<file path="config.mk">
export PLATFORM = sky130hd
export DESIGN_NAME = i2css_top
export DESIGN_NICKNAME = d
export VERILOG_FILES = /design/src/rtl/i2css_pkg.sv /design/src/rtl/i2css_top.sv
export VERILOG_INCLUDE_DIRS = /design/src /design/src/rtl
export SDC_FILE = /design/constraint.sdc
export NUM_CORES = 1
export LEC_CHECK = 0
export ABC_AREA = 1
export BUFFER_PORTS_ARGS = -buffer_cell sky130_fd_sc_hd__buf_2
export CAP_MARGIN = 25
export CELL_PAD_IN_SITES_DETAIL_PLACEMENT = 1
export CELL_PAD_IN_SITES_GLOBAL_PLACEMENT = 1
export CORE_MARGIN = 4
export CORE_UTILIZATION = 34
export CTS_CLUSTER_DIAMETER = 200
export DETAILED_ROUTE_END_ITERATION = 16
export PLACE_DENSITY_LB_ADDON = 0.1
export SYNTH_ARGS = -nofsm -noshare
export SYNTH_HDL_FRONTEND = slang
export SYNTH_SLANG_ARGS = --single-unit
</file>
<file path="constraint.sdc">
create_clock -name clk -period 1.83 [get_ports clk]
set_clock_uncertainty 0.1 [all_clocks]
set_input_delay 0.366 -clock clk [delete_from_list [all_inputs] [get_ports clk]]
set_output_delay 0.366 -clock clk [all_outputs]
set_load 0.02 [all_outputs]
</file>
<file path="src/rtl/i2css_consts.svh">
// Register offsets, field positions, reset values and bit counts of the serial slave block.
`ifndef I2CSS_CONSTS_SVH
`define I2CSS_CONSTS_SVH

`define I2CSS_OFF_CTRL 8'h00
`define I2CSS_OFF_DATA 8'h04
`define I2CSS_OFF_OWN 8'h08
`define I2CSS_OFF_INT 8'h0C
`define I2CSS_OFF_MASK 8'h10

`define I2CSS_CTRL_RESET 8'h81
`define I2CSS_OWN_RESET 7'h00
`define I2CSS_INT_RESET 2'h0

`define I2CSS_BIT_TX_SEL 4
`define I2CSS_BIT_ACK_TO_SEND 3
`define I2CSS_BIT_WAKE_EN 1

`define I2CSS_INT_BYTE 0
`define I2CSS_INT_MATCH 1

`define I2CSS_LAST_BIT 4'h7
`define I2CSS_BYTE_BITS 4'h8

`endif

</file>
<file path="src/rtl/i2css_pkg.sv">
// Types shared by the serial slave block.
package i2css_pkg;

    typedef enum logic [2:0] {
        ST_IDLE,
        ST_ADDR,
        ST_ADDR_ACK,
        ST_RX,
        ST_RX_ACK,
        ST_TX,
        ST_TX_ACK,
        ST_IGNORE
    } i2css_state_t;

    typedef struct packed {
        logic byte_done_flag;
        logic addr_match_flag;
        logic bus_busy_flag;
        logic transmit_select;
        logic ack_to_send;
        logic master_read_request;
        logic match_wake_enable;
        logic ack_received_n;
    } i2css_ctrl_t;

    typedef struct packed {
        logic scl;
        logic sda;
    } i2css_pins_t;

endpackage : i2css_pkg

</file>
<file path="src/rtl/i2css_top.sv">
// Serial slave status, control and data register block with an APB slave port.
//
// Summary of operation
// Each completed 8-bit data byte sets the byte-done flag and raises an interrupt.
// A received address equal to own address sets address-match and interrupts.
// A START condition on the bus sets the bus-busy flag.
// The eighth bit after START is stored as the master read request.
// Transmit-select one makes the block transmit, zero makes it receive.
// After eight received bits the ack-to-send value drives SDA on clock nine.
// Software clears ack-to-send before each further byte it wants acknowledged.
// With match-wake enabled, an address match raises the wake output.
// After eight sent bits SDA on clock nine is stored as ack-received-n.
// Transmission continues while ack-received-n is zero and stops when one.
// When the master withholds acknowledge the transmitter releases SDA.
// One data register holds the byte sent or received, shared by both modes.
// Software loads the byte to send into the data register beforehand.
// Each received byte becomes readable in the data register on completion.
// The data register is eight bits, read and write, undefined after reset.
// A STOP condition on the bus clears the bus-busy flag.
// Byte-done clears while a byte shifts and sets after its eighth bit.
//
// Local design decisions: the APB slave port and the address map.
`timescale 1ns/1ps
`include "i2css_consts.svh"

module i2css_top #(
    parameter int ADDR_W = 8
) (
    input wire logic clk,
    input wire logic rst_n,
    input wire logic ce,
    input wire logic [ADDR_W-1:0] paddr,
    input wire logic psel,
    input wire logic penable,
    input wire logic pwrite,
    input wire logic [31:0] pwdata,
    output logic [31:0] prdata,
    output logic pready,
    output logic pslverr,
    input wire logic scl_in,
    input wire logic sda_in,
    output logic sda_out,
    output logic sda_oe_n,
    output logic irq,
    output logic wake
);

    i2css_pkg::i2css_pins_t pin_s1_reg;
    i2css_pkg::i2css_pins_t pin_s2_reg;
    i2css_pkg::i2css_pins_t pin_s3_reg;
    i2css_pkg::i2css_state_t st_reg;
    i2css_pkg::i2css_state_t st_next;
    i2css_pkg::i2css_ctrl_t ctl_reg;
    i2css_pkg::i2css_ctrl_t ctl_next;
    logic [3:0] cnt_reg;
    logic [3:0] cnt_next;
    logic [7:0] sh_reg;
    logic [7:0] sh_next;
    logic [7:0] dat_reg;
    logic [7:0] dat_next;
    logic [6:0] own_reg;
    logic [6:0] own_next;
    logic [1:0] int_reg;
    logic [1:0] int_next;
    logic [1:0] mask_reg;
    logic [1:0] mask_next;
    logic oen_reg;
    logic oen_next;
    logic wake_reg;
    logic wake_next;
    logic irq_reg;
    logic irq_next;
    logic [31:0] prdata_reg;
    logic [31:0] prdata_next;
    logic pready_reg;
    logic pready_next;
    logic pslverr_reg;
    logic pslverr_next;
    logic scl_rise;
    logic scl_fall;
    logic bus_start;
    logic bus_stop;
    logic evt_byte;
    logic evt_match;
    logic acc_done;
    logic wr_ctrl;
    logic wr_data;
    logic mapped;

    // Only the second and third stages feed the edge and condition detectors.
    always_ff @(posedge clk) begin
        if (!rst_n) begin
            pin_s1_reg <= 2'h3;
            pin_s2_reg <= 2'h3;
            pin_s3_reg <= 2'h3;
        end else if (ce) begin
            pin_s1_reg <= '{scl: scl_in, sda: sda_in};
            pin_s2_reg <= pin_s1_reg;
            pin_s3_reg <= pin_s2_reg;
        end
    end

    assign scl_rise = pin_s2_reg.scl & ~pin_s3_reg.scl;
    assign scl_fall = ~pin_s2_reg.scl & pin_s3_reg.scl;
    assign bus_start = pin_s2_reg.scl & pin_s3_reg.scl & pin_s3_reg.sda & ~pin_s2_reg.sda;
    assign bus_stop = pin_s2_reg.scl & pin_s3_reg.scl & ~pin_s3_reg.sda & pin_s2_reg.sda;

    assign acc_done = psel & penable & pready_reg;
    assign wr_ctrl = acc_done & pwrite & (paddr == `I2CSS_OFF_CTRL);
    assign wr_data = acc_done & pwrite & (paddr == `I2CSS_OFF_DATA);

    // Link state, control flags and the data register. Bus writes are applied first so
    // that a byte arriving in the same cycle overwrites the data register.
    always_comb begin
        st_next = st_reg;
        cnt_next = cnt_reg;
        sh_next = sh_reg;
        oen_next = oen_reg;
        ctl_next = ctl_reg;
        dat_next = dat_reg;
        wake_next = 1'b0;
        evt_byte = 1'b0;
        evt_match = 1'b0;
        if (wr_ctrl) begin
            ctl_next.transmit_select = pwdata[`I2CSS_BIT_TX_SEL];
            ctl_next.ack_to_send = pwdata[`I2CSS_BIT_ACK_TO_SEND];
            ctl_next.match_wake_enable = pwdata[`I2CSS_BIT_WAKE_EN];
        end
        if (wr_data) begin
            dat_next = pwdata[7:0];
        end
        if (bus_start) begin
            st_next = i2css_pkg::ST_ADDR;
            cnt_next = 4'h0;
            oen_next = 1'b1;
            ctl_next.bus_busy_flag = 1'b1;
            ctl_next.addr_match_flag = 1'b0;
            ctl_next.byte_done_flag = 1'b0;
        end else if (bus_stop) begin
            st_next = i2css_pkg::ST_IDLE;
            oen_next = 1'b1;
            ctl_next.bus_busy_flag = 1'b0;
        end else if (scl_rise) begin
            unique case (st_reg)
                i2css_pkg::ST_ADDR, i2css_pkg::ST_RX, i2css_pkg::ST_TX: begin
                    sh_next = {sh_reg[6:0], pin_s2_reg.sda};
                    cnt_next = cnt_reg + 4'h1;
                    if (cnt_reg == `I2CSS_LAST_BIT) begin
                        if (st_reg == i2css_pkg::ST_ADDR) begin
                            ctl_next.master_read_request = pin_s2_reg.sda;
                        end else begin
                            ctl_next.byte_done_flag = 1'b1;
                            evt_byte = 1'b1;
                        end
                        if (st_reg == i2css_pkg::ST_RX) begin
                            dat_next = {sh_reg[6:0], pin_s2_reg.sda};
                        end
                    end
                    if (st_reg == i2css_pkg::ST_TX) begin
                        sh_next = sh_reg;
                    end
                end
                i2css_pkg::ST_TX_ACK: begin
                    ctl_next.ack_received_n = pin_s2_reg.sda;
                end
                default: begin
                end
            endcase
        end else if (scl_fall) begin
            unique case (st_reg)
                i2css_pkg::ST_ADDR: begin
                    if (cnt_reg == `I2CSS_BYTE_BITS) begin
                        cnt_next = 4'h0;
                        if (sh_reg[7:1] == own_reg) begin
                            st_next = i2css_pkg::ST_ADDR_ACK;
                            oen_next = 1'b0;
                            ctl_next.addr_match_flag = 1'b1;
                            evt_match = 1'b1;
                            wake_next = ctl_reg.match_wake_enable;
                        end else begin
                            st_next = i2css_pkg::ST_IGNORE;
                        end
                    end
                end
                i2css_pkg::ST_ADDR_ACK: begin
                    ctl_next.byte_done_flag = 1'b0;
                    if (ctl_reg.transmit_select) begin
                        st_next = i2css_pkg::ST_TX;
                        sh_next = dat_reg;
                        oen_next = dat_reg[7];
                    end else begin
                        st_next = i2css_pkg::ST_RX;
                        oen_next = 1'b1;
                    end
                end
                i2css_pkg::ST_RX: begin
                    if (cnt_reg == `I2CSS_BYTE_BITS) begin
                        st_next = i2css_pkg::ST_RX_ACK;
                        cnt_next = 4'h0;
                        oen_next = ctl_reg.ack_to_send;
                    end
                end
                i2css_pkg::ST_RX_ACK: begin
                    st_next = i2css_pkg::ST_RX;
                    oen_next = 1'b1;
                    ctl_next.byte_done_flag = 1'b0;
                end
                i2css_pkg::ST_TX: begin
                    if (cnt_reg == `I2CSS_BYTE_BITS) begin
                        st_next = i2css_pkg::ST_TX_ACK;
                        cnt_next = 4'h0;
                        oen_next = 1'b1;
                    end else begin
                        sh_next = {sh_reg[6:0], 1'b0};
                        oen_next = sh_reg[6];
                    end
                end
                i2css_pkg::ST_TX_ACK: begin
                    if (!ctl_reg.ack_received_n) begin
                        st_next = i2css_pkg::ST_TX;
                        sh_next = dat_reg;
                        oen_next = dat_reg[7];
                        ctl_next.byte_done_flag = 1'b0;
                    end else begin
                        st_next = i2css_pkg::ST_IGNORE;
                        oen_next = 1'b1;
                    end
                end
                default: begin
                end
            endcase
        end
    end

    // A start seen after a stretch of noise always resynchronises the link state.
    always_ff @(posedge clk) begin
        if (!rst_n) begin
            st_reg <= i2css_pkg::ST_IDLE;
            cnt_reg <= 4'h0;
            sh_reg <= 8'h00;
            oen_reg <= 1'b1;
            ctl_reg <= `I2CSS_CTRL_RESET;
            wake_reg <= 1'b0;
        end else if (ce) begin
            st_reg <= st_next;
            cnt_reg <= cnt_next;
            sh_reg <= sh_next;
            oen_reg <= oen_next;
            ctl_reg <= ctl_next;
            wake_reg <= wake_next;
        end
    end

    // The data register has no reset value, so software must load it before use.
    always_ff @(posedge clk) begin
        if (ce) begin
            dat_reg <= dat_next;
        end
    end

    assign mapped = (paddr == `I2CSS_OFF_CTRL) || (paddr == `I2CSS_OFF_DATA) ||
                    (paddr == `I2CSS_OFF_OWN) || (paddr == `I2CSS_OFF_INT) ||
                    (paddr == `I2CSS_OFF_MASK);

    // APB slave with one wait state. Read data is captured when pready rises, and a
    // status read clears only the bits it returned, so an event in between survives.
    always_comb begin
        pready_next = 1'b0;
        pslverr_next = 1'b0;
        prdata_next = prdata_reg;
        own_next = own_reg;
        mask_next = mask_reg;
        int_next = int_reg;
        if (psel && penable && !pready_reg) begin
            pready_next = 1'b1;
            pslverr_next = ~mapped;
            prdata_next = 32'h0000_0000;
            if (!pwrite) begin
                unique case (paddr)
                    `I2CSS_OFF_CTRL: prdata_next[7:0] = ctl_reg;
                    `I2CSS_OFF_DATA: prdata_next[7:0] = dat_reg;
                    `I2CSS_OFF_OWN: prdata_next[7:0] = {own_reg, 1'b0};
                    `I2CSS_OFF_INT: prdata_next[1:0] = int_reg;
                    `I2CSS_OFF_MASK: prdata_next[1:0] = mask_reg;
                    default: prdata_next = 32'h0000_0000;
                endcase
            end
        end
        if (acc_done && pwrite && (paddr == `I2CSS_OFF_OWN)) begin
            own_next = pwdata[7:1];
        end
        if (acc_done && pwrite && (paddr == `I2CSS_OFF_MASK)) begin
            mask_next = pwdata[1:0];
        end
        if (acc_done && !pwrite && (paddr == `I2CSS_OFF_INT)) begin
            int_next = int_reg & ~prdata_reg[1:0];
        end
        int_next[`I2CSS_INT_BYTE] = int_next[`I2CSS_INT_BYTE] | evt_byte;
        int_next[`I2CSS_INT_MATCH] = int_next[`I2CSS_INT_MATCH] | evt_match;
        irq_next = |(int_next & mask_next);
    end

    always_ff @(posedge clk) begin
        if (!rst_n) begin
            pready_reg <= 1'b0;
            pslverr_reg <= 1'b0;
            prdata_reg <= 32'h0000_0000;
            own_reg <= `I2CSS_OWN_RESET;
            mask_reg <= `I2CSS_INT_RESET;
            int_reg <= `I2CSS_INT_RESET;
            irq_reg <= 1'b0;
        end else if (ce) begin
            pready_reg <= pready_next;
            pslverr_reg <= pslverr_next;
            prdata_reg <= prdata_next;
            own_reg <= own_next;
            mask_reg <= mask_next;
            int_reg <= int_next;
            irq_reg <= irq_next;
        end
    end

    assign prdata = prdata_reg;
    assign pready = pready_reg;
    assign pslverr = pslverr_reg;
    assign sda_out = 1'b0;
    assign sda_oe_n = oen_reg;
    assign irq = irq_reg;
    assign wake = wake_reg;

endmodule : i2css_top

</file>
Word level (Yosys, flattened, before mapping) --
Cells that the tools add are included.
Storage, ports and cells: bits of input ports 48, output and inout bits 38, register bits 85
Operators by class: bitwise operators 24, reductions and logical operators 41, multiplexer cells 85, $add $sub $neg 1, eq/ne operators 30
Operators by type and width (count):
- 2-to-1 mux 8 bit | 15
- 2-to-1 mux 1 bit | 42
- 2-to-1 mux 3 bit | 10
- 2-to-1 mux 4 bit | 7
- AND reduction 7 bit | 4
- one-hot mux 8 bit (3 select lines) | 1
- one-hot mux 3 bit (6 select lines) | 1
- one-hot mux 6 bit (3 select lines) | 1
- == test 8 x 4 -> 1 bit (second input constant) | 2
- != test 4 x 3 -> 1 bit (second input constant) | 4
- AND 1 bit | 12
- nonzero test 2 bit | 6
- 2-to-1 mux 2 bit | 5
- one-hot mux 2 bit (5 select lines) | 1
- AND reduction 10 bit | 1
- == test 3 bit (second input constant) | 3
- != test 3 bit (second input constant) | 3
- nonzero test 3 bit | 3
- == test 8 x 3 -> 1 bit (second input constant) | 1
- == test 8 x 5 -> 1 bit (second input constant) | 1
- logical NOT 8 bit | 1
- != test 2 bit (second input constant) | 4
- AND reduction 2 bit | 4
- AND reduction 8 bit | 1
- 25 further kinds | 48

Depth between registers and ports, before layout --
depth after elaboration 11, mapped depth 11, depth with buffers taken out 11

Least setup slack after synthesis --
Ideal clock, no wire load.
path kind reg2reg, from reg pin_s2_reg[1] in the netlist's numbering, to reg dat_reg[4] (data pin), arrival time 1.450 ns, path buffers 3, setup time 0.262 ns, clock period less this slack 1.812 ns, required time 1.468 ns, cell stages (with the launch flop) 10, slack 0.018 ns, path through dfxtp_1 -> ha_1 -> buf_2 -> inv_1 -> buf_6 -> nor2_2 -> nand4_2 -> buf_2 -> nor2_1 -> a31oi_1
Between the ends: cells in the longest elaborated chain, start to end 5
RTL lines:
- start: declaration | RTL line i2css_top.sv:49 | i2css_pkg::i2css_pins_t pin_s2_reg;
- start signal: assignment | RTL line i2css_top.sv:98 | pin_s2_reg <= pin_s1_reg;
- AND 1 bit | RTL line i2css_top.sv:105, i2css_top.sv:106
- AND 1 bit (2 in series) | RTL line i2css_top.sv:106 | assign bus_stop = pin_s2_reg.scl & pin_s3_reg.scl & ~pin_s3_reg.sda & pin_s2_reg.sda;
- 2-to-1 mux 8 bit | RTL line i2css_top.sv:139 | end else if (bus_stop) begin
- 2-to-1 mux 8 bit * | RTL line i2css_top.sv:132 | if (bus_start) begin
- via dat_next[4] | RTL line i2css_top.sv:60 | logic [7:0] dat_next;
- end signal: assignment | RTL line i2css_top.sv:257 | dat_reg <= dat_next;
- end: declaration | RTL line i2css_top.sv:59 | logic [7:0] dat_reg;
The timed path passes the listed nets; every way through them passes the cells marked *. A chain may end at the register's enable or synchronous reset.

Final worst setup path --
from reg pin_s2_reg[1] in the netlist's numbering, to reg irq_reg (netlist: irq)
Between the ends: cells in the longest elaborated chain, start to end 9
RTL lines:
- NOT 1 bit | RTL line i2css_top.sv:104 | assign scl_fall = ~pin_s2_reg.scl & pin_s3_reg.scl;
- AND 1 bit | RTL line i2css_top.sv:104
- 2-to-1 mux 1 bit | RTL line i2css_top.sv:169 | end else if (scl_fall) begin
- 2-to-1 mux 1 bit | RTL line i2css_top.sv:143 | end else if (scl_rise) begin
- 2-to-1 mux 1 bit | RTL line i2css_top.sv:139
- 2-to-1 mux 1 bit | RTL line i2css_top.sv:132
- OR 1 bit | RTL line i2css_top.sv:299 | int_next[`I2CSS_INT_MATCH] = int_next[`I2CSS_INT_MATCH] | evt_match;
- AND 2 bit * | RTL line i2css_top.sv:300 | irq_next = |(int_next & mask_next);
- OR reduction 2 bit * | RTL line i2css_top.sv:300
- end signal: assignment | RTL line i2css_top.sv:319 | irq_reg <= irq_next;
- end: declaration | RTL line i2css_top.sv:71 | logic irq_reg;
Mark *: on every way between the ends. The rest lies on a longest branch, timed or not.

==> impl_metrics.prom <==
# TYPE chip_impl_metric gauge
chip_impl_metric{name="routabilityCongestion",unit=""} 0.8972
chip_impl_metric{name="num-nets-final",unit=""} 680
chip_impl_metric{name="sw_frac_of_total",unit="%"} 28.83
chip_impl_metric{name="critPathMaxFanout",unit=""} 4
chip_impl_metric{name="ys_warn_count",unit=""} 0
chip_impl_metric{name="final.period_utilization",unit="%"} 96.41
chip_impl_metric{name="synth_async_sr_flop_share",unit="%"} 0
chip_impl_metric{name="max-vdd-ir-drop",unit="V"} 0.0004184
chip_impl_metric{name="fp.dieH",unit="um"} 112.1
chip_impl_metric{name="dpl.cell_count",unit=""} 750
chip_impl_metric{name="p_per_area",unit="nW/um2"} 708.0
chip_impl_metric{name="p_sw",unit="W"} 0.0009264
chip_impl_metric{name="clk_latency",unit="ns"} 0.34
chip_impl_metric{name="detail-route-antenna-nets",unit=""} 0
chip_impl_metric{name="p_comb_share",unit="%"} 15.0
chip_impl_info{name="setup_crit_end_kind",value="flop"} 1
chip_impl_metric{name="finish.cell_count_without_fillers",unit=""} 768
chip_impl_metric{name="max_freq",unit="MHz"} 566.8
chip_impl_metric{name="yosys.area.top_type_share",unit="%"} 28.81
chip_impl_info{name="min-delay-path-class",value="in -> reg"} 1
chip_impl_info{name="synth_area_leaders",value="sky130_fd_sc_hd__dfxtp_1 (29%), sky130_fd_sc_hd__nand2_1 (12%), sky130_fd_sc_hd__nor2_1 (8.5%)"} 1
chip_impl_metric{name="syn-mean-instance-area",unit="um2"} 6.659
chip_impl_metric{name="routed_wire_length_per_instance",unit="um"} 15.65
chip_impl_metric{name="detail_route.wirelength",unit="mm"} 12.02
chip_impl_metric{name="placed_area",unit="um2"} 4189
chip_impl_info{name="critical_path.cell_chain",value="inv_1 > ha_4 > inv_1 > nor3_1 > nand4_1 > nand2_1 > nand2_1 > a21oi_1"} 1
chip_impl_metric{name="setup_viol",unit=""} 0
chip_impl_metric{name="port_buffers",unit=""} 36
chip_impl_metric{name="num_vias",unit=""} 3813
chip_impl_metric{name="cts_num_sinks",unit=""} 61
chip_impl_metric{name="internal_power",unit="W"} 0.002287
chip_impl_metric{name="max_stage_delay",unit="ns"} 0.37
chip_impl_metric{name="drv.max_cap_violation_count",unit=""} 0
chip_impl_metric{name="design.die.area",unit="um2"} 12560
chip_impl_metric{name="worst-endpoint-required",unit="ns"} 2.01
chip_impl_metric{name="post-route-min-period",unit="ns"} 1.764
chip_impl_metric{name="core_area",unit="um2"} 10420
chip_impl_metric{name="cts_buffers",unit=""} 9
chip_impl_metric{name="number_of_antenna_violations_at_the_first_check_in_global_routing",unit=""} 0
chip_impl_info{name="postSynth.topFlopCell",value="sky130_fd_sc_hd__dfxtp_1"} 1
chip_impl_metric{name="avgViaCountPerCell",unit=""} 4.965
chip_impl_metric{name="synth.cell_area",unit="um2"} 3682
chip_impl_metric{name="final_layout_size_suffix_gt1_share",unit="%"} 22.78
chip_impl_metric{name="ys_seq_area_share",unit="%"} 35.34
chip_impl_metric{name="synth_to_layout_area_growth",unit="%"} 23.28
chip_impl_metric{name="power.leakage",unit="nW"} 2.072
chip_impl_metric{name="clk_pin_slew_worst_paths",unit="ns"} 0.07
chip_impl_metric{name="postLayoutCellArea",unit="um2"} 4539
chip_impl_metric{name="hold_viol_final",unit=""} 0
chip_impl_metric{name="grt_start_max_net_pins",unit=""} 28
chip_impl_info{name="critPathLaunchType",value="flop"} 1
chip_impl_metric{name="grt_overflow_total",unit=""} 0
chip_impl_info{name="critical_path.slowest_cell",value="sky130_fd_sc_hd__nor3_1"} 1
chip_impl_metric{name="number_of_enable_flip_flop_cells_after_synthesis",unit=""} 8
chip_impl_metric{name="seqPwrFrac",unit="%"} 44.4
chip_impl_metric{name="timing.critical_path.arrival",unit="ns"} 1.94
chip_impl_metric{name="number_of_different_library_cells_in_the_post_synthesis_netlist",unit=""} 39
chip_impl_info{name="run_status",value="complete, no violations"} 1
chip_impl_metric{name="grt.total_usage",unit="%"} 19.03
chip_impl_info{name="setup_repair_after_global_routing_missed_its_margin",value="yes"} 1
chip_impl_metric{name="router_iterations_before_antenna_repair",unit=""} 4
chip_impl_metric{name="antenna_cells",unit=""} 0
chip_impl_metric{name="global_route_wire_length_before_repair",unit="mm"} 19.26
chip_impl_metric{name="finalCoreUtilization",unit="%"} 43.58
chip_impl_info{name="cts_tree",value="built"} 1
chip_impl_metric{name="postSynthRegisterBits",unit=""} 61
chip_impl_metric{name="place_hpwl",unit="mm"} 9.260
chip_impl_metric{name="detailedRoute.firstIterationViolations",unit=""} 170
chip_impl_metric{name="drc",unit=""} 0
chip_impl_info{name="path_class",value="reg -> reg"} 1
chip_impl_metric{name="fin_worst_hold_slack",unit="ns"} 0.1384
chip_impl_metric{name="initial_core_utilization",unit="%"} 35.35
chip_impl_info{name="synth_top_cell_by_area",value="sky130_fd_sc_hd__dfxtp_1"} 1
chip_impl_metric{name="netlist_instances",unit=""} 553
chip_impl_metric{name="clock_tree.buffer_depth",unit=""} 2
chip_impl_metric{name="first_global_vias",unit=""} 3749
chip_impl_metric{name="finalMaxSlewViolations",unit=""} 0
chip_impl_metric{name="ios",unit=""} 86
chip_impl_metric{name="cts-htree-levels",unit=""} 3
chip_impl_metric{name="timing.setup.tns",unit="ns"} 0
chip_impl_metric{name="placement_rows",unit=""} 37
chip_impl_info{name="cts-root-buf",value="sky130_fd_sc_hd__clkbuf_8"} 1
chip_impl_metric{name="dieWidth",unit="um"} 112.1
chip_impl_metric{name="power_frac_clock",unit="%"} 40.7
[routing by layer]
metal	share of wire (%)	vias to the layer above	wire length (um)	track usage [%]
li1	-	1884	-	-
met1	46	1826	5548	25.83
met2	47	91	5630	31.10
met3	5.6	12	677	3.073
met4	1.3	0	161	6.090
met5	0	-	0	0
[cells by family after synthesis]
logic type / count (synthesis) / share of synthesized area (%)
multiplexers: 1 / 0.3058
adder cells (fa/ha/maj): 5 / 1.699
AO/OA/AOI/OAI: 108 / 15.73
AND/OR/NAND/NOR: 266 / 32.04
flip-flops: 61 / 35.34
buffers and inverters: 107 / 13.83
XOR/XNOR: 4 / 0.9516
other: 1 / 0.1018
[critical path, delay by kind of cell, from the launching register on]
kind                     cells  cell delay, ns
adder cells (fa/ha/maj)      1            0.16
buffers and inverters        2            0.18
AND/OR/NAND/NOR              4            0.75
flip-flops                   1            0.36
AO/OA/AOI/OAI                1            0.15
[repair_timing]
action / CTS / global route
gates resized for setup: 3 / 32
setup buffers: 0 / 1
setup endpoints to repair: 16 / 27
hold endpoints to repair: 0 / 0
gates cloned: 0 / 1
hold buffers: 0 / 0
pin swaps: 1 / 7
[placed cells by master, fill, tap and decap left out, types with 7 or more instances in the layout]
cell	n
sky130_fd_sc_hd__nand4_1	8
sky130_fd_sc_hd__nor2_1	78
sky130_fd_sc_hd__clkbuf_8	12
sky130_fd_sc_hd__buf_4	37
sky130_fd_sc_hd__o21ai_0	51
sky130_fd_sc_hd__nor3_1	7
sky130_fd_sc_hd__conb_1	25
sky130_fd_sc_hd__buf_2	36
sky130_fd_sc_hd__inv_2	7
sky130_fd_sc_hd__nor2_2	9
sky130_fd_sc_hd__nor2_4	7
sky130_fd_sc_hd__edfxtp_1	8
sky130_fd_sc_hd__nand2_1	119
sky130_fd_sc_hd__nand3_1	25
sky130_fd_sc_hd__dfxtp_1	45
sky130_fd_sc_hd__a21oi_1	35
sky130_fd_sc_hd__inv_1	59
[synthesized netlist by cell type, types with 3 or more instances]
library cell and number:
sky130_fd_sc_hd__a31oi_1 4, sky130_fd_sc_hd__o21ai_0 54, sky130_fd_sc_hd__edfxtp_1 8, sky130_fd_sc_hd__nor3_1 7, sky130_fd_sc_hd__buf_4 25, sky130_fd_sc_hd__buf_2 3
sky130_fd_sc_hd__nor2_4 3, sky130_fd_sc_hd__nand3_1 26, sky130_fd_sc_hd__dfxtp_1 53, sky130_fd_sc_hd__o22ai_1 5, sky130_fd_sc_hd__xnor2_1 3, sky130_fd_sc_hd__o211ai_1 5
sky130_fd_sc_hd__nor2_2 8, sky130_fd_sc_hd__nand4_1 8, sky130_fd_sc_hd__nand2_1 119, sky130_fd_sc_hd__nand3_2 3, sky130_fd_sc_hd__ha_1 5, sky130_fd_sc_hd__inv_1 61
sky130_fd_sc_hd__a21oi_1 37, sky130_fd_sc_hd__inv_2 6, sky130_fd_sc_hd__nor2_1 83, sky130_fd_sc_hd__clkbuf_1 8
[through the flow]
step / power, W / worst slack [ns]
after floorplan: 0.001777 / 0.01836
after global placement: 0.001893 / -0.04411
after detailed placement: 0.001903 / -0.09744
after CTS: 0.003219 / 0.01076
after global routing: 0.003362 / -0.04988
final: 0.003214 / 0.06574
[area by class of cell]
class                           instances  area (um2)
Tap cell                              136       170.2
Timing Repair Buffer                   76       523.0
Clock buffer                           12       165.2
Fill cell                            1404        5877
Multi-Input combinational cell        409        2052
Inverter                               70       267.8
Clock inverter                          4       45.04
Sequential cell                        61        1316
[final timing paths]
check,from,endpoint,slack (ns),depth (start not counted)
setup / recovery,pin_s2_reg[1],irq,0.07,8
hold / removal,sda_in,pin_s1_reg[0],0.14,3
setup reg to reg,pin_s2_reg[1],irq,0.07,8
hold reg to reg,ctl_reg[6],ctl_reg[6],0.35,2
[power groups by stage]
stage	logic, W	registers [W]	clock network, W
finish	0.000481	0.00143	0.00131
global route	0.000536	0.00143	0.00140
CTS	0.000454	0.00142	0.00134
detailed placement	0.000449	0.00145	0
global placement	0.000440	0.00145	0
floorplan	0.000326	0.00145	0
Power figures use the tool's default switching activity.
